$ cat src/rtl/cir_regs.svh
/*
  Offsets, field positions, reset values and cycle counts of the
  interrupt response unit. Assumes one 100 MHz clock, one T-state per clock.
*/
`ifndef CIR_REGS_SVH
`define CIR_REGS_SVH
`define CIR_NMI_VECTOR 16'h0066
`define CIR_MODE1_VECTOR 16'h0038
`define CIR_VPAGE_RESET 8'h00
`define CIR_FETCH_CLKS 4'h5
`define CIR_ACK_BASE_CLKS 4'h5
`define CIR_ACK_WAIT_CLKS 4'h2
`define CIR_ACK_CLKS (`CIR_ACK_BASE_CLKS + `CIR_ACK_WAIT_CLKS)
`define CIR_ACK_WAIT_FIRST 4'h2
`define CIR_MEM_CLKS 4'h3
`define CIR_OFS_STATUS 4'h0
`define CIR_OFS_CLEAR 4'h1
`define CIR_OFS_ENABLE 4'h2
`define CIR_OFS_STATE 4'h3
`define CIR_OFS_VPAGE 4'h4
`define CIR_EV_NMI 0
`define CIR_EV_IRQ 1
`define CIR_EV_ODD 2
`define CIR_EV_W 3
`define CIR_ST_NMI_PEND 0
`define CIR_ST_PRIMARY_IRQ_ENABLE_FF 1
`define CIR_ST_SHADOW_IRQ_ENABLE_FF 2
`define CIR_ST_MODE 3
`define CIR_ST_BUSY 5
`endif

$ cat src/rtl/cir_pkg.sv
/*
  Types of the interrupt response unit.
  Assumes nothing beyond a SystemVerilog tool.
*/
package cir_pkg;
  typedef enum logic [1:0] {CIR_IM0, CIR_IM1, CIR_IM2} cir_mode_t;
  typedef enum logic [3:0] {
    ST_IDLE, ST_FETCH, ST_ACK, ST_OPND, ST_PUSH_HI, ST_PUSH_LO, ST_TAB_LO, ST_TAB_HI
  } cir_state_t;
  typedef struct packed {
    logic rd;
    logic wr;
    logic [15:0] addr;
    logic [7:0] wdata;
  } cir_mem_req_t;
  typedef struct packed {
    logic rd;
    logic wr;
    logic [3:0] addr;
    logic [7:0] wdata;
  } cir_reg_req_t;
  typedef struct packed {
    logic ei;
    logic di;
    logic retn;
    logic im0;
    logic im1;
    logic im2;
    logic ld_vpage;
  } cir_cmd_t;
endpackage : cir_pkg

$ cat src/rtl/cir_irq_regs.sv
/*
  Status, clear and enable registers with the read port and the
  interrupt output. Assumes one-cycle strobes, never both at once.
*/
`include "cir_regs.svh"
module cir_irq_regs (
  input wire logic sys_clk,
  input wire logic rstn,
  input wire cir_pkg::cir_reg_req_t req,
  input wire logic [`CIR_EV_W-1:0] ev,
  input wire logic [7:0] state_byte,
  input wire logic [7:0] vpage,
  output logic [7:0] rdata,
  output logic irq
);
  logic [`CIR_EV_W-1:0] stat_reg, en_reg, clr_mask;

  assign clr_mask = (req.wr && req.addr == `CIR_OFS_CLEAR) ? req.wdata[`CIR_EV_W-1:0] : '0;

  always_ff @(posedge sys_clk or negedge rstn) begin
    if (!rstn) begin
      stat_reg <= '0;
    end else begin
      // Set wins over a clear in the same cycle
      stat_reg <= (stat_reg & ~clr_mask) | ev;
    end
  end

  always_ff @(posedge sys_clk or negedge rstn) begin
    if (!rstn) begin
      en_reg <= '0;
    end else if (req.wr && req.addr == `CIR_OFS_ENABLE) begin
      en_reg <= req.wdata[`CIR_EV_W-1:0];
    end
  end

  always_ff @(posedge sys_clk or negedge rstn) begin
    if (!rstn) begin
      irq <= 1'b0;
    end else begin
      irq <= |(stat_reg & en_reg);
    end
  end

  always_ff @(posedge sys_clk or negedge rstn) begin
    if (!rstn) begin
      rdata <= 8'h00;
    end else begin
      rdata <= 8'h00;
      if (req.rd) begin
        unique case (req.addr)
          `CIR_OFS_STATUS: rdata <= 8'(stat_reg);
          `CIR_OFS_ENABLE: rdata <= 8'(en_reg);
          `CIR_OFS_STATE: rdata <= state_byte;
          `CIR_OFS_VPAGE: rdata <= vpage;
          default: rdata <= 8'h00;
        endcase
      end
    end
  end
endmodule : cir_irq_regs

$ cat src/rtl/cir_irq_unit.sv
/*
  Interrupt response sequencer of the processor: enable flip-flops,
  response modes, vector page, acknowledge with wait states, push and
  table read. Assumes the core pulses boundary at each instruction end,
  holds pc and sp stable and stalls while busy is high.
*/
// Chosen here: the plain strobed port and the register offsets.
`include "cir_regs.svh"
// Overview of operation
// [RULE1] A non-maskable request is always taken and restarts at 0066H.
// [RULE2] A restart pushes the return address and jumps into page zero.
// [RULE3] Three maskable response modes; exactly one active.
// [RULE4] Mode zero executes the byte supplied during acknowledge, operands too.
// [RULE5] Mode zero: the peripheral drives the instruction during acknowledge.
// [RULE6] Every acknowledge carries two automatic wait states; the mode zero operand acknowledge (ST_OPND) here has none.
// [RULE7] Reset selects mode zero.
// [RULE8] Mode one restarts at 0038H with the same acknowledge.
// [RULE9] Mode two pointer: vector page above, peripheral byte below.
// [RULE10] Vector page loaded from the accumulator; reset clears it.
// [RULE11] Peripheral's mode two vector byte has a zero low bit.
// [RULE12] Table gives low address byte first, then the high byte.
// [RULE13] Mode two takes 19 clocks: vector 7, push 6, table 6.
// [RULE14] Chained peripherals supply their vector during acknowledge.
// [RULE15] Non-maskable request sampled with maskable; wins and cannot be masked.
// [RULE16] Taking a maskable request clears both enable flip-flops.
// [RULE17] Taking a non-maskable request clears primary, keeps shadow.
// [RULE18] After enable instruction, next instruction completes before acceptance.
// [RULE19] Mode kept in a state field changed only by mode instructions and reset.
module cir_irq_unit (
  input wire logic sys_clk,
  input wire logic rstn,
  input wire logic nmi_n,
  input wire logic int_n,
  input wire logic boundary,
  input wire logic op_fetch,
  input wire cir_pkg::cir_cmd_t cmd,
  input wire logic [7:0] acc,
  input wire logic [15:0] pc,
  input wire logic [15:0] sp,
  input wire logic [7:0] data_in,
  input wire logic [7:0] mem_rdata,
  input wire cir_pkg::cir_reg_req_t reg_req,
  output logic [7:0] reg_rdata,
  output logic irq_out,
  output cir_pkg::cir_mem_req_t mem_req_reg,
  output logic ack_reg,
  output logic ack_wait_reg,
  output logic busy_reg,
  output logic jump_valid_reg,
  output logic [15:0] jump_addr_reg,
  output logic [15:0] sp_new_reg,
  output logic inject_valid_reg,
  output logic [7:0] inject_op_reg
);
  logic [1:0] pin_lvl;
  logic nmi_lvl_reg, nmi_pend_reg, nmi_fall;
  logic primary_irq_enable_ff, shadow_irq_enable_ff;
  cir_pkg::cir_mode_t mode_reg, run_mode_reg;
  logic [7:0] vpage_reg, tab_lo_reg;
  cir_pkg::cir_state_t state_reg;
  logic [3:0] cnt_reg, el_next;
  logic is_nmi_reg, take_nmi, take_irq, idle, cnt_end;
  logic [`CIR_EV_W-1:0] ev_reg;
  logic [15:0] vec_reg;

  function automatic cir_pkg::cir_mem_req_t mop(input logic rd, input logic [15:0] a, input logic [7:0] d);
    mop.rd = rd;
    mop.wr = ~rd;
    mop.addr = a;
    mop.wdata = d;
  endfunction : mop

  cir_sync #(.W(2), .INIT(2'h3)) u_sync (
    .sys_clk(sys_clk),
    .rstn(rstn),
    .pin({nmi_n, int_n}),
    .level(pin_lvl)
  );

  cir_irq_regs u_regs (
    .sys_clk(sys_clk),
    .rstn(rstn),
    .req(reg_req),
    .ev(ev_reg),
    .state_byte({2'h0, busy_reg, mode_reg, shadow_irq_enable_ff, primary_irq_enable_ff, nmi_pend_reg}),
    .vpage(vpage_reg),
    .rdata(reg_rdata),
    .irq(irq_out)
  );

  assign idle = state_reg == cir_pkg::ST_IDLE;
  assign cnt_end = cnt_reg == 4'h0;
  assign el_next = `CIR_ACK_CLKS - cnt_reg;
  assign nmi_fall = nmi_lvl_reg & ~pin_lvl[1];
  // Both lines looked at on the same boundary; no enable gates the NMI
  assign take_nmi = idle & boundary & nmi_pend_reg; // [RULE15] [RULE1]
  // DI or EI on this boundary keeps the maskable request out
  assign take_irq = idle & boundary & ~nmi_pend_reg & ~pin_lvl[0] & primary_irq_enable_ff
                    & ~cmd.ei & ~cmd.di; // [RULE18]

  // Edge-latched so a short NMI pulse is not lost during a long sequence
  always_ff @(posedge sys_clk or negedge rstn) begin
    if (!rstn) begin
      nmi_lvl_reg <= 1'b1;
      nmi_pend_reg <= 1'b0;
    end else begin
      nmi_lvl_reg <= pin_lvl[1];
      if (take_nmi) begin
        nmi_pend_reg <= 1'b0;
      end
      if (nmi_fall) begin
        nmi_pend_reg <= 1'b1;
      end
    end
  end

  always_ff @(posedge sys_clk or negedge rstn) begin
    if (!rstn) begin
      primary_irq_enable_ff <= 1'b0;
      shadow_irq_enable_ff <= 1'b0;
    end else begin
      if (cmd.ei) begin
        primary_irq_enable_ff <= 1'b1;
        shadow_irq_enable_ff <= 1'b1;
      end else if (cmd.di) begin
        primary_irq_enable_ff <= 1'b0;
        shadow_irq_enable_ff <= 1'b0;
      end else if (cmd.retn) begin
        primary_irq_enable_ff <= shadow_irq_enable_ff;
      end
      if (take_nmi) begin
        primary_irq_enable_ff <= 1'b0; // [RULE17]
      end
      if (take_irq) begin
        primary_irq_enable_ff <= 1'b0; // [RULE16]
        shadow_irq_enable_ff <= 1'b0;
      end
    end
  end

  always_ff @(posedge sys_clk or negedge rstn) begin
    if (!rstn) begin
      mode_reg <= cir_pkg::CIR_IM0; // [RULE7]
    end else if (cmd.im0) begin
      mode_reg <= cir_pkg::CIR_IM0; // [RULE19] [RULE3]
    end else if (cmd.im1) begin
      mode_reg <= cir_pkg::CIR_IM1;
    end else if (cmd.im2) begin
      mode_reg <= cir_pkg::CIR_IM2;
    end
  end

  always_ff @(posedge sys_clk or negedge rstn) begin
    if (!rstn) begin
      vpage_reg <= `CIR_VPAGE_RESET; // [RULE10]
    end else if (cmd.ld_vpage) begin
      vpage_reg <= acc;
    end
  end

  always_ff @(posedge sys_clk or negedge rstn) begin
    if (!rstn) begin
      state_reg <= cir_pkg::ST_IDLE;
      cnt_reg <= 4'h0;
      is_nmi_reg <= 1'b0;
      run_mode_reg <= cir_pkg::CIR_IM0;
      vec_reg <= 16'h0000;
      tab_lo_reg <= 8'h00;
      ev_reg <= '0;
      mem_req_reg <= '0;
      ack_reg <= 1'b0;
      ack_wait_reg <= 1'b0;
      busy_reg <= 1'b0;
      jump_valid_reg <= 1'b0;
      jump_addr_reg <= 16'h0000;
      sp_new_reg <= 16'h0000;
      inject_valid_reg <= 1'b0;
      inject_op_reg <= 8'h00;
    end else begin
      mem_req_reg <= '0;
      jump_valid_reg <= 1'b0;
      inject_valid_reg <= 1'b0;
      ev_reg <= '0;
      cnt_reg <= cnt_reg - 4'h1;
      unique case (state_reg)
        cir_pkg::ST_IDLE: begin
          if (take_nmi) begin
            // Fetched opcode is thrown away
            state_reg <= cir_pkg::ST_FETCH;
            cnt_reg <= `CIR_FETCH_CLKS - 4'h1;
            is_nmi_reg <= 1'b1;
            vec_reg <= `CIR_NMI_VECTOR; // [RULE1]
            busy_reg <= 1'b1;
            ev_reg[`CIR_EV_NMI] <= 1'b1;
          end else if (take_irq) begin
            state_reg <= cir_pkg::ST_ACK;
            cnt_reg <= `CIR_ACK_CLKS - 4'h1; // [RULE6]
            is_nmi_reg <= 1'b0;
            run_mode_reg <= mode_reg;
            vec_reg <= `CIR_MODE1_VECTOR; // [RULE8]
            busy_reg <= 1'b1;
            ack_reg <= 1'b1;
            ev_reg[`CIR_EV_IRQ] <= 1'b1;
          end else if (op_fetch) begin
            // Further bytes of an injected instruction also come from the peripheral
            state_reg <= cir_pkg::ST_OPND; // [RULE4]
            cnt_reg <= `CIR_MEM_CLKS - 4'h1;
            busy_reg <= 1'b1;
            ack_reg <= 1'b1;
          end
        end
        cir_pkg::ST_FETCH: begin
          if (cnt_end) begin
            state_reg <= cir_pkg::ST_PUSH_HI;
            cnt_reg <= `CIR_MEM_CLKS - 4'h1;
            mem_req_reg <= mop(1'b0, sp - 16'h0001, pc[15:8]); // [RULE2]
          end
        end
        cir_pkg::ST_ACK: begin
          // Daisy chain settles during the two inserted waits
          ack_wait_reg <= el_next >= `CIR_ACK_WAIT_FIRST
                          && el_next < `CIR_ACK_WAIT_FIRST + `CIR_ACK_WAIT_CLKS; // [RULE6]
          if (cnt_end) begin
            ack_reg <= 1'b0;
            ack_wait_reg <= 1'b0;
            unique case (run_mode_reg)
              cir_pkg::CIR_IM0: begin
                state_reg <= cir_pkg::ST_IDLE;
                busy_reg <= 1'b0;
                inject_valid_reg <= 1'b1; // [RULE4]
                inject_op_reg <= data_in;
              end
              cir_pkg::CIR_IM1: begin
                state_reg <= cir_pkg::ST_PUSH_HI;
                cnt_reg <= `CIR_MEM_CLKS - 4'h1;
                mem_req_reg <= mop(1'b0, sp - 16'h0001, pc[15:8]); // [RULE8]
              end
              cir_pkg::CIR_IM2: begin
                // Odd vector is used as given but flagged to software
                vec_reg <= {vpage_reg, data_in}; // [RULE9] [RULE14]
                ev_reg[`CIR_EV_ODD] <= data_in[0]; // [RULE11]
                state_reg <= cir_pkg::ST_PUSH_HI;
                cnt_reg <= `CIR_MEM_CLKS - 4'h1;
                mem_req_reg <= mop(1'b0, sp - 16'h0001, pc[15:8]);
              end
            endcase
          end
        end
        cir_pkg::ST_OPND: begin
          if (cnt_end) begin
            state_reg <= cir_pkg::ST_IDLE;
            busy_reg <= 1'b0;
            ack_reg <= 1'b0;
            inject_valid_reg <= 1'b1;
            inject_op_reg <= data_in;
          end
        end
        cir_pkg::ST_PUSH_HI: begin
          if (cnt_end) begin
            state_reg <= cir_pkg::ST_PUSH_LO;
            cnt_reg <= `CIR_MEM_CLKS - 4'h1;
            mem_req_reg <= mop(1'b0, sp - 16'h0002, pc[7:0]); // [RULE2]
          end
        end
        cir_pkg::ST_PUSH_LO: begin
          if (cnt_end) begin
            if (!is_nmi_reg && run_mode_reg == cir_pkg::CIR_IM2) begin
              state_reg <= cir_pkg::ST_TAB_LO;
              cnt_reg <= `CIR_MEM_CLKS - 4'h1;
              mem_req_reg <= mop(1'b1, vec_reg, 8'h00); // [RULE12]
            end else begin
              state_reg <= cir_pkg::ST_IDLE;
              busy_reg <= 1'b0;
              jump_valid_reg <= 1'b1;
              jump_addr_reg <= vec_reg;
              sp_new_reg <= sp - 16'h0002;
            end
          end
        end
        cir_pkg::ST_TAB_LO: begin
          if (cnt_reg == `CIR_MEM_CLKS - 4'h2) begin
            tab_lo_reg <= mem_rdata;
          end
          if (cnt_end) begin
            state_reg <= cir_pkg::ST_TAB_HI;
            cnt_reg <= `CIR_MEM_CLKS - 4'h1;
            mem_req_reg <= mop(1'b1, vec_reg + 16'h0001, 8'h00); // [RULE12]
          end
        end
        cir_pkg::ST_TAB_HI: begin
          if (cnt_reg == `CIR_MEM_CLKS - 4'h2) begin
            vec_reg <= {mem_rdata, tab_lo_reg}; // [RULE12]
          end
          if (cnt_end) begin
            state_reg <= cir_pkg::ST_IDLE; // [RULE13]
            busy_reg <= 1'b0;
            jump_valid_reg <= 1'b1;
            jump_addr_reg <= vec_reg;
            sp_new_reg <= sp - 16'h0002;
          end
        end
        default: state_reg <= cir_pkg::ST_IDLE;
      endcase
    end
  end
endmodule : cir_irq_unit

$ cat src/rtl/cir_sync.sv
/*
  Three-stage pin synchroniser; a change counts once stages two and
  three agree. Assumes pins asynchronous to sys_clk.
*/
module cir_sync #(
  parameter int W = 2,
  parameter logic [W-1:0] INIT = '1
) (
  input wire logic sys_clk,
  input wire logic rstn,
  input wire logic [W-1:0] pin,
  output logic [W-1:0] level
);
  logic [W-1:0] s1_reg, s2_reg, s3_reg;

  if (W < 1) begin : g_w_check
    $error("cir_sync: W must be at least 1");
  end

  for (genvar i = 0; i < W; i++) begin : g_bit
    always_ff @(posedge sys_clk or negedge rstn) begin
      if (!rstn) begin
        s1_reg[i] <= INIT[i];
        s2_reg[i] <= INIT[i];
        s3_reg[i] <= INIT[i];
        level[i] <= INIT[i];
      end else begin
        s1_reg[i] <= pin[i];
        s2_reg[i] <= s1_reg[i];
        s3_reg[i] <= s2_reg[i];
        if (s2_reg[i] == s3_reg[i]) begin
          level[i] <= s3_reg[i];
        end
      end
    end
  end
endmodule : cir_sync

$ cat config.mk
export PLATFORM = sky130hd
export DESIGN_NAME = cir_irq_unit
export DESIGN_NICKNAME = d
export VERILOG_FILES = /design/src/rtl/cir_pkg.sv /design/src/rtl/cir_irq_regs.sv /design/src/rtl/cir_irq_unit.sv /design/src/rtl/cir_sync.sv
export VERILOG_INCLUDE_DIRS = /design/src /design/src/rtl
export SDC_FILE = /design/constraint.sdc
export NUM_CORES = 1
export LEC_CHECK = 0
export ABC_AREA = 1
export BUFFER_PORTS_ARGS = -buffer_cell sky130_fd_sc_hd__buf_2
export CORE_MARGIN = 4
export CORE_UTILIZATION = 40
export DETAILED_ROUTE_END_ITERATION = 8
export REMOVE_ABC_BUFFERS = 1
export SETUP_SLACK_MARGIN = 0.3
export SYNTH_ARGS = -nofsm -noshare
export SYNTH_HDL_FRONTEND = slang
export SYNTH_SLANG_ARGS = --single-unit
$ cat constraint.sdc
create_clock -name sys_clk -period 1.9 [get_ports sys_clk]
set_input_delay 0.285 -clock sys_clk [delete_from_list [all_inputs] [get_ports sys_clk]]
set_output_delay 0.285 -clock sys_clk [all_outputs]
set_load 0.005 [all_outputs]
==> summary.txt <==
Run status
  • Status: completed

Global route
  • Total global routing overflow: 0
  • Initial antenna violation count: 2
  • Vias in the first global route: ~6,500
  • Global-route wire length before repair: between 30 and 40 mm
  • Total track usage: 20.5%
  • Largest net degree at the start of global routing: 43

Timing
  • RSZ-0062 raised after global routing: yes
  • Setup_tns: 0 ns
  • Slew HR: 73.0%
  • Final setup viols: 0
  • Final Skew: 0.0140 ns
  • F_max: 0.595 GHz
  • Fin. max-slew vios: 0
  • Slew @ Worst Pin: 0.403 ns
  • Fin crit share: 88.5%
  • Tmin final: 1.68 ns
  • Final hold vios: 0

Worst setup path
  • Critical path type: register to register
  • Critical path cell sequence: inv_2, nand2_4, nor2_4, nand2_2, a21oi_4, inv_6, buf_12, buf_16, nand2_1, o21ai_2
  • CP Capture Type: register
  • Crit Path Max Fanout: 10
  • Signal arrival time at the worst endpoint: ~2.0 ns
  • Delay of the slowest critical-path stage: 0.48 ns
  • CP max-delay cell: dfrtp_2
  • CP Data Required Time: 2.21 ns
  • Crit start category: register

Power
  • Switch share: between 30% and 40%
  • Maximum VDD drop: 766 uV
  • Clk pwr share: a little under a quarter
  • P_leak: 5.03 nW
  • Pint: 0.00845 W
  • Sw Pwr: around 0.0051 W
  • Part of the power in registers: 33.4%
  • Combinational share of power: 42.9%
  • PwrDens: 1350 nW/um^2

Yosys
  • Yosys cell types: 49
  • Asr flop ratio synth: 100%
  • Synth top area share: between 40% and 50%
  • Largest area contributor in the netlist: dfrtp_1
  • Ys flop type: dfrtp_1
  • Cells after synthesis: 860
  • Mux cell area share after synthesis: 0%
  • Simple-gate share of the synthesized area: 23.1%
  • Sequential share of the synthesized area: 50.5%
  • Main combinational cell family by area after synthesis: simple AND/OR/NAND/NOR gates
  • Seq cells post-synth: roughly 150
  • Largest cells by area after synthesis: dfrtp_1 (47%), nand2_1 (11%), inv_1 (5.6%)
  • Top cells by count, synth: nand2_1 (215), dfrtp_1 (136), inv_1 (108), nor2_1 (77), o21ai_0 (57)
  • Yosys warns: 0
  • Synth Area in XOR/XNOR: 3.16%
  • Post-synthesis adder-cell area fraction: 1.67%
  • Cell Area, Synth: a little over 7000 um^2
  • Mean Syn Cell Area: between 8 and 9 um^2
  • Complex-gate fraction of the synthesized area: about 14%
  • Count leader, synth: nand2_1
  • Post-synth EDFFs: 0

Worst hold path
  • Min-delay worst type: input port to register

Placement
  • I/O Buffers: 157
  • Area after DPL: 8480 um^2
  • Final HPWL DP: roughly 15 mm
  • DP Cell Count: 1,256
  • RePlAce Congestion: 0.900

Route
  • Detailed Route WL: 20.9 mm
  • Via count: 6,631
  • Drt first pass iters: 5
  • Via density: 4.94
  • DR iter-0 viols: 368
  • Wire per inst: 15.6 um
  • ANT nets after route: 0
  • DRC: 0

Cells and area
  • Multi-input logic area: 3320 um^2
  • Reg area: approximately 3600 um^2
  • Number of flip-flops in the largest register: 26
  • Finished Cell Area: 10,100 um^2
  • Nets: around 1,200
  • Area Growth Syn to Fin: 39.5%
  • Share of cells above drive strength 1: 37.2%
  • Finished Layout Cells: 1,342
  • Fillcell total: ~1,600

Clocking
  • Clock root cell: clkbuf_16
  • CTS Buf Count: 17
  • Clock-pin slew on the worst setup and hold paths: 0.06 ns
  • CTS tree: yes
  • Clock Path Buffers: 2
  • Number of H-tree levels: 4
  • Clk_lat worst skew: 0.42 ns
  • CTS Sinks: 145

Die
  • Initial Util: 41.3%
  • DIE AREA: 20,200 um^2
  • I/O Pins: 163
  • Row count: 48
  • Core Region: about 17,000 um^2
  • Die Ht: 142 um
  • Die Wd: ~140 um

Job
  • Max cap viols: 0
==> what timing repair did <==
action                     CTS  global route
resized for setup           92            55
hold endpoints to repair    28             0
setup endpoints to repair   86            87
hold buffers                 3             0
setup buffers               38             6
gates cloned                 6             0
pin swaps                   18            18
==> power by group through the flow <==
stage	Sequential (W)	Clock, W	Combinational, W
2_1_floorplan	0.00450	0	0.00241
3_3_place_gp	0.00451	0	0.00423
3_5_place_dp	0.00452	0	0.00429
4_1_cts	0.00450	0.00328	0.00542
5_1_grt	0.00463	0.00340	0.00640
6_report	0.00452	0.00322	0.00581
==> stage by stage <==
step / total power, W / utilization [%] / worst slack [ns] / hold slack [ns]
3_3_place_gp: 0.00873 / 48.5 / 0.0799 / 0.220
4_1_cts: 0.0132 / 56.1 / 0.231 / 0.00685
6_report: 0.0135 / 57.6 / 0.218 / 0.0239
2_1_floorplan: 0.00691 / - / 0.0382 / -0.0106
5_1_grt: 0.0144 / 57.6 / 0.136 / 0.0199
3_5_place_dp: 0.00882 / 48.5 / 0.0567 / 0.220
==> worst max-delay path: cells and delay by family (launching register included) <==
kind | cells | cell delay, ns
buf+inv | 4 | 0.49
flops | 1 | 0.48
simple gates | 4 | 0.34
compound gates | 2 | 0.25
==> cells in the final DEF (no fill, tap or decap), drive strengths merged, types with 2 or more instances in the layout <==
master         n
inv          118
o22ai         14
nand2        235
dfrtp        136
nor2          86
o211ai         5
nor4           2
a21o           2
maj3           2
a22oi          8
clkinv         8
buf          241
clkinvlp       3
a21oi         16
a211oi         2
dfstp          9
o21ai         98
nand3         47
o221a          2
nor3           7
xor2          21
xnor2          5
dlygate4sd3    3
nand4          5
clkbuf        19
o221ai         8
ha             8
==> cell type report <==
type,count,area share (%)
Antenna cell,1,0.0249
Clock buffer,19,4.40
Clock inverter,13,1.27
Inverter,117,4.66
Multi-Input combinational cell,578,33.0
Sequential cell,145,36.2
Tap cell,225,2.80
Timing Repair Buffer,244,17.6
==> logic make-up after synthesis <==
kind of cell	count (synthesis)
simple gates	384
compound gates	158
flops	145
buf+inv	137
xor+xnor	26
fa+ha+maj	10
==> per-layer routing <==
metal | GRT usage, % | share of wire (%)
met1 | 26.5 | 43
met2 | 34.7 | 50
met3 | 4.74 | 4.8
met4 | 5.91 | 2.0
met5 | 0 | 0.091
==> worst paths after layout <==
check	slack (ns)	cells past startpoint	startpoint	to
worst min register to register	0.36	0	u_sync.s1_reg[1]	u_sync.s2_reg[1]
worst min-delay path	0.02	2	cmd[3]	mode_reg[1]
max in group asynchronous	0.99	3	rstn	sp_new_reg[4]
worst max-delay path	0.22	10	state_reg[1]	jump_addr_reg[0]
worst max register to register	0.22	10	state_reg[1]	jump_addr_reg[0]
min in group asynchronous	0.33	2	rstn	u_regs.en_reg[0]
Note: power is estimated with default switching activity, not from simulation.
